==> src/verilog/flash_port_defines.vh <==
// constants of the serial multi-lane flash port
// Notes on behaviour
// - serial clock mode 0 and mode 3 both work; sample rising, drive falling.
// - single-lane fast read waits 8 dummy clocks after the address.
// - two-lane address and data read waits 4 dummy clocks.
// - four-lane read waits six clocks: two mode clocks, four dummy clocks.
// - wrap burst read wraps within an aligned 8, 16, 32 or 64 bytes.
// - access only while select low; single lane: in on lane 0, out on lane 1.
// - two-lane read: lanes 0 and 1 carry address, dummy and data.
// - four-lane read: protect and pause pins also become lanes 2 and 3.
// - program runs an automatic program and verify loop within a 256-byte page.
// - erase runs automatically with verify on 4K, 32K, 64K or whole array.
// - busy flag in status shows a running program or erase for polling.
// - four-bit protect level marks array blocks refusing program and erase.
// - pause input low, outside four-lane mode, freezes the transaction without deselecting the device.
// - identification: three-byte id, one-byte signature, maker plus device byte.
// - suspend and resume commands pause and continue program or erase.
// - reads stream sequential bytes, address advancing across the whole array while wrap burst is off.
// - program, erase and status write need the write latch set first.
// - whole-array erase only when all protect level bits are zero.
// - pin protection of the status register is off in four-lane mode.
`ifndef FLASH_PORT_DEFINES_VH
`define FLASH_PORT_DEFINES_VH
`define OP_NONE 8'h00
`define OP_READ 8'h03
`define OP_FAST 8'h0B
`define OP_READ2 8'hBB
`define OP_READ4 8'hEB
`define OP_WRITE_UNLOCK_CMD 8'h06
`define OP_WRDI 8'h04
`define OP_RDSR 8'h05
`define OP_WRSR 8'h01
`define OP_RDID 8'h9F
`define OP_SIG 8'hAB
`define OP_MKDEV 8'h90
`define OP_PP 8'h02
`define OP_SE 8'h20
`define OP_BE32 8'h52
`define OP_BE64 8'hD8
`define OP_CE 8'hC7
`define OP_SUSP 8'hB0
`define OP_RSM 8'h30
`define OP_WRAP 8'hC0
`define LANES1 3'd1
`define LANES2 3'd2
`define LANES4 3'd4
`define ADR_CLK1 5'd24
`define ADR_CLK2 5'd12
`define ADR_CLK4 5'd6
`define DUM_FAST 4'd8
`define DUM_DUAL 4'd4
`define DUM_QUAD 4'd6
`define SR_BP_LO 2
`define SR_BP_HI 5
`define SR_QE 6
`define SR_SRWD 7
`define WRAP_OFF_BIT 4
`define SZ_4K 2'd0
`define SZ_32K 2'd1
`define SZ_64K 2'd2
`define SZ_CHIP 2'd3
`define MSK_4K 21'h00_0FFF
`define MSK_32K 21'h00_7FFF
`define MSK_64K 21'h00_FFFF
`define MSK_CHIP 21'h1F_FFFF
`define PL_TOP_MAX 4'd5
`define PL_BOT_MIN 4'd10
`define PL_BOT_MAX 4'd14
`define BLK_COUNT 6'd32
`define STEP_CYC 4'd8
`define TRY_MAX 2'd3
`define ERASED 8'hFF
// identity values are arbitrary
`define ID_MAKER 8'h5A
`define ID_TYPE 8'h21
`define ID_CAP 8'h15
`define ID_SIG 8'h14
`endif

==> src/verilog/serial_multi_io_flash_port.v <==
// serial multi-lane flash port: pin protocol, read stream, program and erase engine
`include "flash_port_defines.vh"
module serial_multi_io_flash_port (
    // system
    input wire clk,
    input wire rst_b,
    // serial pins
    input wire sclk,
    input wire csB,
    input wire dataLane0In,
    input wire dataLane1In,
    input wire writeProtectLane2In,
    input wire pauseLane3In,
    output wire dataLane0Out,
    output wire dataLane1Out,
    output wire writeProtectLane2Out,
    output wire pauseLane3Out,
    output wire dataLane0OeB,
    output wire dataLane1OeB,
    output wire writeProtectLane2OeB,
    output wire pauseLane3OeB,
    // array port
    output reg [20:0] memAddr_r,
    output reg memRd_r,
    input wire [7:0] memRdData,
    output reg memPgm_r,
    output reg [7:0] memPgmData_r,
    output reg memErase_r,
    output reg [1:0] memEraseSize_r
);

localparam S_CMD = 6'b000001;
localparam S_ADR = 6'b000010;
localparam S_DUM = 6'b000100;
localparam S_DIN = 6'b001000;
localparam S_OUT = 6'b010000;
localparam S_IGN = 6'b100000;
localparam E_IDLE = 6'b000001;
localparam E_SCAN = 6'b000010;
localparam E_PGM = 6'b000100;
localparam E_ERS = 6'b001000;
localparam E_RD = 6'b010000;
localparam E_CHK = 6'b100000;

// ==========================================
// pin synchronisers
reg [5:0] syA_r;
reg [5:0] syB_r;
reg [1:0] prv_r;
reg qe_r;
always @(posedge clk) begin
    if (!rst_b) begin
        syA_r <= 6'h3E;
        syB_r <= 6'h3E;
        prv_r <= 2'h2;
    end else begin
        syA_r <= {pauseLane3In, writeProtectLane2In, dataLane1In, dataLane0In, csB, sclk};
        syB_r <= syA_r;
        prv_r <= syB_r[1:0];
    end
end
wire [3:0] ln = syB_r[5:2];
wire selB = syB_r[1];
// pause pin only counts when it is not a data lane
wire holdAct = !qe_r && !ln[3] && !selB;
// edges of either idle level, so mode 0 and mode 3 look alike
wire rise = syB_r[0] && !prv_r[0] && !selB && !holdAct;
wire fall = !syB_r[0] && prv_r[0] && !selB && !holdAct;
wire csFall = !selB && prv_r[1];
wire csRise = selB && !prv_r[1];

// ==========================================
// shared state
reg [5:0] st_r;
reg [7:0] cmd_r;
reg [23:0] sh_r;
reg [4:0] cnt_r;
reg [4:0] len_r;
reg [3:0] dum_r;
reg [2:0] w_r;
reg [23:0] adr_r;
reg [20:0] rdA_r;
reg [7:0] ptr_r;
reg [7:0] din_r;
reg got_r;
reg bad_r;
reg [1:0] idx_r;
reg wel_r;
reg srwd_r;
reg susp_r;
reg wrapOff_r;
reg [3:0] bp_r;
reg [1:0] wsel_r;
reg stP_r;
reg stE_r;
reg [1:0] eSz_r;
reg [255:0] pMask_r;
reg [7:0] pBuf_r [0:255];
reg [5:0] eSt_r;
reg [20:0] eA_r;
reg pend_r;
reg ack_r;
reg [7:0] fMem_r [0:1];
reg fWp_r;
reg fRp_r;
reg [1:0] fCnt_r;

wire eOn = eSt_r != E_IDLE;
wire busy = eOn && !susp_r;
wire [7:0] stat = {srwd_r, qe_r, bp_r, wel_r, busy};
wire pinProt = srwd_r && !ln[2] && !qe_r;

function isProt;
    input [3:0] lv;
    input [4:0] blk;
    reg [5:0] b6;
    begin
        b6 = {1'b0, blk};
        if (lv == 4'd0)
            isProt = 1'b0;
        else if (lv <= `PL_TOP_MAX)
            isProt = b6 >= (`BLK_COUNT - (6'd1 << (lv - 4'd1)));
        else if (lv >= `PL_BOT_MIN && lv <= `PL_BOT_MAX)
            isProt = b6 < (`BLK_COUNT - (6'd1 << (`PL_BOT_MAX - lv)));
        else
            isProt = 1'b1;
    end
endfunction

reg [23:0] shIn;
always @* begin
    case (w_r)
        `LANES2: shIn = {sh_r[21:0], ln[1:0]};
        `LANES4: shIn = {sh_r[19:0], ln};
        default: shIn = {sh_r[22:0], ln[0]};
    endcase
end
wire [7:0] nb = shIn[7:0];
wire isRd = cmd_r == `OP_READ || cmd_r == `OP_FAST || cmd_r == `OP_READ2 || cmd_r == `OP_READ4;
wire isErs = cmd_r == `OP_SE || cmd_r == `OP_BE32 || cmd_r == `OP_BE64;
wire endOk = st_r == S_IGN && !bad_r;
wire dinOk = st_r == S_DIN && cnt_r == 5'd0 && got_r;
wire blkProt = isProt(bp_r, adr_r[20:16]);
wire pbWr = rise && st_r == S_DIN && cnt_r == 5'd7 && cmd_r == `OP_PP;

// ==========================================
// read stream fill into the two-entry buffer
reg [5:0] wm;
always @* begin
    case (wsel_r)
        2'd0: wm = 6'h07;
        2'd1: wm = 6'h0F;
        2'd2: wm = 6'h1F;
        default: wm = 6'h3F;
    endcase
end
wire [20:0] wm21 = {15'h0000, wm};
wire [20:0] rdInc = rdA_r + 21'h00_0001;
wire [20:0] rdNext = wrapOff_r ? rdInc : ((rdA_r & ~wm21) | (rdInc & wm21));
wire fillOn = (st_r == S_DUM || st_r == S_OUT) && !selB;
wire fRdy = fCnt_r != 2'd2;
// fetch stalls on a full buffer, so a slow host loses nothing
wire fetch = fillOn && isRd && !pend_r && fRdy;
wire gen = fillOn && !isRd && fRdy;
wire eRdReq = eSt_r == E_RD && !susp_r;
reg [7:0] genB;
always @* begin
    case (cmd_r)
        `OP_RDSR: genB = stat;
        `OP_RDID: genB = (idx_r == 2'd0) ? `ID_MAKER : ((idx_r == 2'd1) ? `ID_TYPE : `ID_CAP);
        `OP_MKDEV: genB = (idx_r[0] ^ adr_r[0]) ? `ID_SIG : `ID_MAKER;
        default: genB = `ID_SIG;
    endcase
end
wire push = gen || (ack_r && pend_r && fillOn);
wire [7:0] pushD = gen ? genB : memRdData;

// ==========================================
// command protocol
always @(posedge clk) begin
    if (!rst_b) begin
        st_r <= S_IGN;
        cmd_r <= `OP_NONE;
        sh_r <= 24'h00_0000;
        cnt_r <= 5'd0;
        len_r <= `ADR_CLK1;
        dum_r <= 4'd0;
        w_r <= `LANES1;
        adr_r <= 24'h00_0000;
        rdA_r <= 21'h00_0000;
        ptr_r <= 8'h00;
        din_r <= 8'h00;
        got_r <= 1'b0;
        bad_r <= 1'b0;
        idx_r <= 2'd0;
        wel_r <= 1'b0;
        qe_r <= 1'b0;
        srwd_r <= 1'b0;
        susp_r <= 1'b0;
        wrapOff_r <= 1'b1;
        bp_r <= 4'h0;
        wsel_r <= 2'd0;
        stP_r <= 1'b0;
        stE_r <= 1'b0;
        eSz_r <= `SZ_4K;
        pMask_r <= 256'h0;
    end else begin
        stP_r <= 1'b0;
        stE_r <= 1'b0;
        if (gen) begin
            idx_r <= (idx_r == 2'd2) ? 2'd0 : idx_r + 2'd1;
        end
        if (fetch) begin
            rdA_r <= rdNext;
        end
        if (csFall) begin
            st_r <= S_CMD;
            cnt_r <= 5'd0;
            w_r <= `LANES1;
            bad_r <= 1'b0;
            got_r <= 1'b0;
            idx_r <= 2'd0;
        end else if (csRise) begin
            st_r <= S_IGN;
            cmd_r <= `OP_NONE;
            case (cmd_r)
                `OP_WRITE_UNLOCK_CMD: if (endOk) wel_r <= 1'b1;
                `OP_WRDI: if (endOk) wel_r <= 1'b0;
                `OP_WRSR: if (dinOk && wel_r && !pinProt && !eOn) begin
                    srwd_r <= din_r[`SR_SRWD];
                    qe_r <= din_r[`SR_QE];
                    bp_r <= din_r[`SR_BP_HI:`SR_BP_LO];
                    wel_r <= 1'b0;
                end
                `OP_WRAP: if (dinOk) begin
                    wrapOff_r <= din_r[`WRAP_OFF_BIT];
                    wsel_r <= din_r[1:0];
                end
                `OP_PP: if (dinOk && wel_r && !eOn && !blkProt) begin
                    stP_r <= 1'b1;
                    wel_r <= 1'b0;
                end
                `OP_CE: if (endOk && wel_r && !eOn && bp_r == 4'h0) begin
                    stE_r <= 1'b1;
                    eSz_r <= `SZ_CHIP;
                    wel_r <= 1'b0;
                end
                `OP_SUSP: if (endOk && eOn) susp_r <= 1'b1;
                `OP_RSM: if (endOk) susp_r <= 1'b0;
                default: if (isErs && endOk && wel_r && !eOn && !blkProt) begin
                    stE_r <= 1'b1;
                    eSz_r <= (cmd_r == `OP_SE) ? `SZ_4K : ((cmd_r == `OP_BE32) ? `SZ_32K : `SZ_64K);
                    wel_r <= 1'b0;
                end
            endcase
        end else if (rise) begin
            case (st_r)
                S_CMD: begin
                    sh_r <= shIn;
                    cnt_r <= cnt_r + 5'd1;
                    if (cnt_r == 5'd7) begin
                        cnt_r <= 5'd0;
                        cmd_r <= nb;
                        len_r <= `ADR_CLK1;
                        dum_r <= 4'd0;
                        if (busy && nb != `OP_RDSR && nb != `OP_SUSP && nb != `OP_RSM) begin
                            cmd_r <= `OP_NONE;
                            st_r <= S_IGN;
                        end else begin
                            case (nb)
                                `OP_READ, `OP_SIG, `OP_MKDEV, `OP_SE, `OP_BE32, `OP_BE64: st_r <= S_ADR;
                                `OP_FAST: begin
                                    st_r <= S_ADR;
                                    dum_r <= `DUM_FAST;
                                end
                                `OP_READ2: begin
                                    st_r <= S_ADR;
                                    w_r <= `LANES2;
                                    len_r <= `ADR_CLK2;
                                    dum_r <= `DUM_DUAL;
                                end
                                `OP_READ4: begin
                                    st_r <= qe_r ? S_ADR : S_IGN;
                                    cmd_r <= qe_r ? nb : `OP_NONE;
                                    w_r <= `LANES4;
                                    len_r <= `ADR_CLK4;
                                    dum_r <= `DUM_QUAD;
                                end
                                `OP_PP: begin
                                    st_r <= eOn ? S_IGN : S_ADR;
                                    cmd_r <= eOn ? `OP_NONE : nb;
                                    if (!eOn) pMask_r <= 256'h0;
                                end
                                `OP_RDSR, `OP_RDID: st_r <= S_OUT;
                                `OP_WRSR, `OP_WRAP: st_r <= S_DIN;
                                default: st_r <= S_IGN;
                            endcase
                        end
                    end
                end
                S_ADR: begin
                    sh_r <= shIn;
                    cnt_r <= cnt_r + 5'd1;
                    if (cnt_r == len_r - 5'd1) begin
                        cnt_r <= 5'd0;
                        adr_r <= shIn;
                        rdA_r <= shIn[20:0];
                        ptr_r <= shIn[7:0];
                        if (dum_r != 4'd0)
                            st_r <= S_DUM;
                        else if (cmd_r == `OP_PP)
                            st_r <= S_DIN;
                        else if (isErs)
                            st_r <= S_IGN;
                        else
                            st_r <= S_OUT;
                    end
                end
                S_DUM: begin
                    cnt_r <= cnt_r + 5'd1;
                    if (cnt_r == {1'b0, dum_r} - 5'd1) begin
                        cnt_r <= 5'd0;
                        st_r <= S_OUT;
                    end
                end
                S_DIN: begin
                    sh_r <= shIn;
                    cnt_r <= cnt_r + 5'd1;
                    if (cnt_r == 5'd7) begin
                        cnt_r <= 5'd0;
                        got_r <= 1'b1;
                        din_r <= nb;
                        if (cmd_r == `OP_PP) begin
                            pMask_r[ptr_r] <= 1'b1;
                            ptr_r <= ptr_r + 8'h01;
                        end
                    end
                end
                S_IGN: bad_r <= 1'b1;
                default: bad_r <= bad_r;
            endcase
        end
    end
end

// page buffer, no reset needed
always @(posedge clk) begin
    if (pbWr) begin
        pBuf_r[ptr_r] <= nb;
    end
end

// ==========================================
// two-entry output buffer
wire pushOk = push && fRdy;
reg [7:0] oSh_r;
reg [3:0] left_r;
wire pop = fall && st_r == S_OUT && left_r == 4'd0 && fCnt_r != 2'd0;
always @(posedge clk) begin
    if (!rst_b || csFall) begin
        fWp_r <= 1'b0;
        fRp_r <= 1'b0;
        fCnt_r <= 2'd0;
    end else begin
        if (pushOk) begin
            fMem_r[fWp_r] <= pushD;
            fWp_r <= ~fWp_r;
        end
        if (pop) begin
            fRp_r <= ~fRp_r;
        end
        fCnt_r <= fCnt_r + {1'b0, pushOk} - {1'b0, pop};
    end
end

// ==========================================
// lane drivers
reg drv_r;
reg [3:0] oL_r;
reg [3:0] oeB_r;
// an empty buffer repeats stale bits; the fill rate keeps it ahead
wire [7:0] word = (left_r == 4'd0) ? fMem_r[fRp_r] : oSh_r;
wire [3:0] cpb = (w_r == `LANES4) ? 4'd2 : ((w_r == `LANES2) ? 4'd4 : 4'd8);
wire [3:0] used = (w_r == `LANES4) ? 4'hF : ((w_r == `LANES2) ? 4'h3 : 4'h2);
wire drvNow = drv_r && !selB && !holdAct && st_r == S_OUT;
always @(posedge clk) begin
    if (!rst_b) begin
        drv_r <= 1'b0;
        left_r <= 4'd0;
        oSh_r <= 8'h00;
        oL_r <= 4'h0;
    end else if (selB) begin
        drv_r <= 1'b0;
        left_r <= 4'd0;
    end else if (fall && st_r == S_OUT) begin
        drv_r <= 1'b1;
        left_r <= ((left_r == 4'd0) ? cpb : left_r) - 4'd1;
        case (w_r)
            `LANES4: begin
                oL_r <= word[7:4];
                oSh_r <= {word[3:0], 4'h0};
            end
            `LANES2: begin
                oL_r <= {2'b00, word[7:6]};
                oSh_r <= {word[5:0], 2'b00};
            end
            default: begin
                oL_r <= {2'b00, word[7], 1'b0};
                oSh_r <= {word[6:0], 1'b0};
            end
        endcase
    end
end
genvar gi;
generate
    for (gi = 0; gi < 4; gi = gi + 1) begin : g_oe
        always @(posedge clk) begin
            if (!rst_b)
                oeB_r[gi] <= 1'b1;
            else
                oeB_r[gi] <= !(drvNow && used[gi]);
        end
    end
endgenerate
assign dataLane0Out = oL_r[0];
assign dataLane1Out = oL_r[1];
assign writeProtectLane2Out = oL_r[2];
assign pauseLane3Out = oL_r[3];
assign dataLane0OeB = oeB_r[0];
assign dataLane1OeB = oeB_r[1];
assign writeProtectLane2OeB = oeB_r[2];
assign pauseLane3OeB = oeB_r[3];

// ==========================================
// array port reads
always @(posedge clk) begin
    if (!rst_b) begin
        memRd_r <= 1'b0;
        ack_r <= 1'b0;
        pend_r <= 1'b0;
        memAddr_r <= 21'h00_0000;
    end else begin
        memRd_r <= fetch || eRdReq;
        ack_r <= memRd_r;
        memAddr_r <= fetch ? rdA_r : eA_r;
        if (fetch)
            pend_r <= 1'b1;
        else if (ack_r)
            pend_r <= 1'b0;
    end
end

// ==========================================
// program and erase engine
reg [20:0] eBase_r;
reg [20:0] eEnd_r;
reg eErs_r;
reg [1:0] eTry_r;
reg [3:0] eW_r;
reg [20:0] eMsk;
always @* begin
    case (eSz_r)
        `SZ_4K: eMsk = `MSK_4K;
        `SZ_32K: eMsk = `MSK_32K;
        `SZ_64K: eMsk = `MSK_64K;
        default: eMsk = `MSK_CHIP;
    endcase
end
// program only pulls bits low, so check just the zeros asked for
wire eOk = eErs_r ? (memRdData == `ERASED) : ((memRdData & ~pBuf_r[eA_r[7:0]]) == 8'h00);
wire eLast = eErs_r ? (eA_r == eEnd_r) : (&eA_r[7:0]);
always @(posedge clk) begin
    if (!rst_b) begin
        eSt_r <= E_IDLE;
        eA_r <= 21'h00_0000;
        eBase_r <= 21'h00_0000;
        eEnd_r <= 21'h00_0000;
        eErs_r <= 1'b0;
        eTry_r <= 2'd0;
        eW_r <= 4'd0;
        memPgm_r <= 1'b0;
        memPgmData_r <= 8'h00;
        memErase_r <= 1'b0;
        memEraseSize_r <= `SZ_4K;
    end else begin
        memPgm_r <= 1'b0;
        memErase_r <= 1'b0;
        case (eSt_r)
            E_IDLE: begin
                eTry_r <= 2'd0;
                eW_r <= 4'd0;
                if (stP_r) begin
                    eErs_r <= 1'b0;
                    eA_r <= {adr_r[20:8], 8'h00};
                    eSt_r <= E_SCAN;
                end else if (stE_r) begin
                    eErs_r <= 1'b1;
                    eA_r <= adr_r[20:0] & ~eMsk;
                    eBase_r <= adr_r[20:0] & ~eMsk;
                    eEnd_r <= adr_r[20:0] | eMsk;
                    memEraseSize_r <= eSz_r;
                    eSt_r <= E_ERS;
                end
            end
            E_SCAN: if (!susp_r) begin
                if (pMask_r[eA_r[7:0]]) begin
                    eW_r <= 4'd0;
                    eSt_r <= E_PGM;
                end else if (&eA_r[7:0])
                    eSt_r <= E_IDLE;
                else
                    eA_r <= eA_r + 21'h00_0001;
            end
            E_PGM: if (!susp_r) begin
                eW_r <= eW_r + 4'd1;
                if (eW_r == 4'd0) begin
                    memPgm_r <= 1'b1;
                    memPgmData_r <= pBuf_r[eA_r[7:0]];
                end
                if (eW_r == `STEP_CYC)
                    eSt_r <= E_RD;
            end
            E_ERS: if (!susp_r) begin
                eW_r <= eW_r + 4'd1;
                if (eW_r == 4'd0)
                    memErase_r <= 1'b1;
                if (eW_r == `STEP_CYC) begin
                    eA_r <= eBase_r;
                    eSt_r <= E_RD;
                end
            end
            E_RD: if (!susp_r) eSt_r <= E_CHK;
            E_CHK: if (ack_r) begin
                if (eOk || eTry_r == `TRY_MAX) begin
                    if (eLast)
                        eSt_r <= E_IDLE;
                    else begin
                        eA_r <= eA_r + 21'h00_0001;
                        eSt_r <= eErs_r ? E_RD : E_SCAN;
                        if (!eErs_r) eTry_r <= 2'd0;
                    end
                end else begin
                    eTry_r <= eTry_r + 2'd1;
                    eW_r <= 4'd0;
                    eSt_r <= eErs_r ? E_ERS : E_PGM;
                end
            end
            default: eSt_r <= E_IDLE;
        endcase
    end
end

endmodule // serial_multi_io_flash_port

==> config.mk <==
export PLATFORM = sky130hd
export DESIGN_NAME = serial_multi_io_flash_port
export DESIGN_NICKNAME = d
export VERILOG_FILES = /design/src/verilog/serial_multi_io_flash_port.v
export VERILOG_INCLUDE_DIRS = /design/src /design/src/verilog
export SDC_FILE = /design/constraint.sdc
export NUM_CORES = 2
export LEC_CHECK = 0
export BUFFER_PORTS_ARGS = -buffer_cell sky130_fd_sc_hd__buf_4
export CAP_MARGIN = 20
export CORE_MARGIN = 1.5
export CORE_UTILIZATION = 34
export CTS_CLUSTER_DIAMETER = 120
export DETAILED_ROUTE_END_ITERATION = 8
export PLACE_DENSITY = 0.52
export SLEW_MARGIN = 5
export SYNTH_ARGS = -nofsm -noshare
export SYNTH_HDL_FRONTEND = slang
export SYNTH_SLANG_ARGS = --single-unit
==> constraint.sdc <==
create_clock -name clk -period 18.6 [get_ports clk]
set_clock_uncertainty 0.05 [all_clocks]
set_input_delay 1.86 -clock clk [delete_from_list [all_inputs] [get_ports clk]]
set_output_delay 1.86 -clock clk [all_outputs]
set_load 0.005 [all_outputs]
==> qor.csv <==
metric,value,unit
# IOs,58,
CTS max path bufs,4,
r2r worst-path depth,12,
Max Freq,0.1440,GHz
global routing usage on met1,26.91,%
CP Capture Type,flip-flop,
Buffers on Ports,57,
synth top area cells,"edfxtp_1, mux4_2, dfxtp_1",
Mapped Area,103800,um2
sequential cell area fraction in the yosys report,69.51,%
grt ovf,0,
max_cap viols,0,
Tmin final,6943,ps
GP Congestion,0.8615,
TritonCTS Buffers,288,
mean post-synth cell area,15.61,um2
later-pin clock latency in the skew report,870,ps
"Top FF cell, synth",edfxtp_1,
met3 usage,3.055,%
Die Ht,555.5,um
Die Area,308600,um2
Pre-antenna DRT Iters,6,
syn_nets,6692,
fin worst setup slack,11660,ps
Power Density,110.2,nW/um2
largest net degree at the start of global routing,198,
wire per inst,27.75,um
GR met2 Demand/Resource,30.73,%
Antenna Nets Post-Route,0,
post-CTS sizing,0,
Yosys Warn Count,0,
post-synthesis cell count,6647,
die width,555.5,um
CP arrival,7550,ps
vias in the first global route,59480,
Slew Limit Headroom,19.22,%
Cells after DPL,10360,
class of the worst hold path,reg -> reg,
GRT busiest layer,met2,
period utilisation layout,37.33,%
core area,303300,um2
peak supply drop,0.07728,mV
Synth top area share,59.72,%
count of final hold-check violations,0,
Crit Path Class,reg -> reg,
Post-synth ARST share,0,%
cell taking the most area after synthesis,edfxtp_1,
status,completed,
# fillers,27950,
TritonCTS clock tree,done,
Layout Nets,6724,
clk sinks,2572,
"Slew Viols, Final",0,
slew of the pin with the lowest slew margin,1212,ps
leak pwr,0.03608,uW
HPWL Detailed,184.8,mm
initial antenna violation count,11,
Final Setup Violations,0,
Final Cell Area,117400,um2
Hold Path Depth,1,
H-tree levels,5,
# DRC,0,
Worst Setup Start Kind,flip-flop,
Vias,60400,
share of layout cells above drive strength 1,16.42,%
RSZ-0062 raised after global routing,false,
GRT Total Usage,19.16,%
Non-Filler Instances,10870,
Worst Path Required,19200,ps
P&R area growth vs syn,13.13,%
cts hold-fix bufs,0,
crit-path max FO,109,
setup TNS,0,ps
#FFs+latches synth,2572,
Post-synth EDFFs,2064,
CTS root buffer,clkbuf_16,
Std-Cell Rows,202,
Cell variety after synth,95,
Via-to-Cell Ratio,5.557,
final WL,301.6,mm
dpl cell area,108200,um2
Starting DRT DRC Count,6994,
clk slew on worst S/H paths,60,ps
Initial Util,34.22,%
Place WS,11560,ps
first-pass GRT wire length,433.8,mm
postcts setup bufs,0,
[critical path, stage by stage, from the launching register on]
cell and delay [ps]:
dfxtp_1 300, buf_4 320, nand2b_1 570, o22a_1 360, o211ai_1 730, inv_8 400
or4_4 630, nor4_4 230, a21oi_1 110, or4_2 1100, o21ai_4 770, buf_4 940
nor2_1 120
[cells in the final DEF (no fill, tap or decap), types with 29 or more instances in the layout]
cell type / instances
nand4_1: 32
nand2_1: 261
inv_1: 39
nor2b_1: 54
nor4_1: 29
nor3_1: 76
clkbuf_1: 63
a22o_1: 30
nor2_1: 765
o22ai_1: 51
a22oi_1: 193
dfxtp_1: 498
ha_1: 29
a21oi_1: 443
nand3_1: 123
clkinv_1: 49
nand2b_1: 47
xnor2_1: 33
edfxtp_1: 2064
a211oi_1: 52
mux4_2: 455
buf_4: 181
o21ai_0: 83
mux2i_1: 355
clkbuf_16: 299
and2_1: 39
clkinv_2: 35
and3_1: 36
[final timing paths]
check / start / end / slack [ps]
worst max-delay path: w_r[1] / pMask_r[38] / 11660
worst min-delay path: syA_r[2] / syB_r[2] / 350
worst max register to register: w_r[1] / pMask_r[38] / 11660
worst min register to register: syA_r[2] / syB_r[2] / 350
[final cells by class]
cell class / count / area [um2] / share of cell area (%)
antenna: 2 / 5.005 / 0.004263
clock buffer: 379 / 7953 / 6.773
clock inverter: 121 / 1150 / 0.9793
inverter: 44 / 185.2 / 0.1577
multi-input combinational: 3579 / 29360 / 25.01
sequential: 2572 / 72180 / 61.48
tap: 3978 / 4977 / 4.239
timing repair buffer: 194 / 1599 / 1.362
[through the flow]
| stage | util (%) | hold slack, ps | power, uW |
|---|---|---|---|
| after floorplan | - | 336.3 | 7234 |
| after global placement | 35.66 | 341.1 | 7506 |
| after detailed placement | 35.67 | 340.8 | 7505 |
| after CTS | 38.67 | 354.8 | 13050 |
| after global routing | 38.71 | 392.2 | 13330 |
| final | 38.71 | 354.7 | 12940 |
[metal layers]
layer  wire (um)  part of all wire, %
met5           0                    0
met4        7923                  2.6
met3       20580                  6.8
met2      141900                   47
met1      131200                   43
[Yosys cell counts, drive strengths merged, types with 59 or more instances]
library cell	count
mux4	455
nor2b	59
o21ai	86
clkbuf	220
dfxtp	508
nand2	261
mux2i	355
edfxtp	2064
nor2	770
a22oi	193
a21oi	445
buf	232
nand3	126
nor3	95
[report_power, final]
| part | internal [uW] | switching, uW |
|---|---|---|
| Sequential | 6140 | 44.4 |
| Combinational | 540 | 642 |
| Clock | 3280 | 2290 |
| Total | 9970 | 2970 |
[state kept, by name, summed over array words and instances (netlist names), 9 cells and up, named ones only]
| signal | flops |
|---|---|
| fMem_r | 16 |
| pMask_r | 256 |
| pBuf_r | 2048 |
| sh_r | 20 |
| eEnd_r | 10 |
| adr_r | 14 |
| rdA_r | 21 |
| eBase_r | 9 |
| memAddr_r | 21 |
| eA_r | 21 |
[cell families after synthesis]
kind of cell	synth area share (%)
buffers and inverters	2.358
multiplexers	13.45
XOR/XNOR	0.4641
AND/OR/NAND/NOR	7.322
AO/OA/AOI/OAI	6.542
adder cells (fa/ha/maj)	0.3496
flip-flops	69.51
No activity file was read; power rests on OpenSTA's default activity.
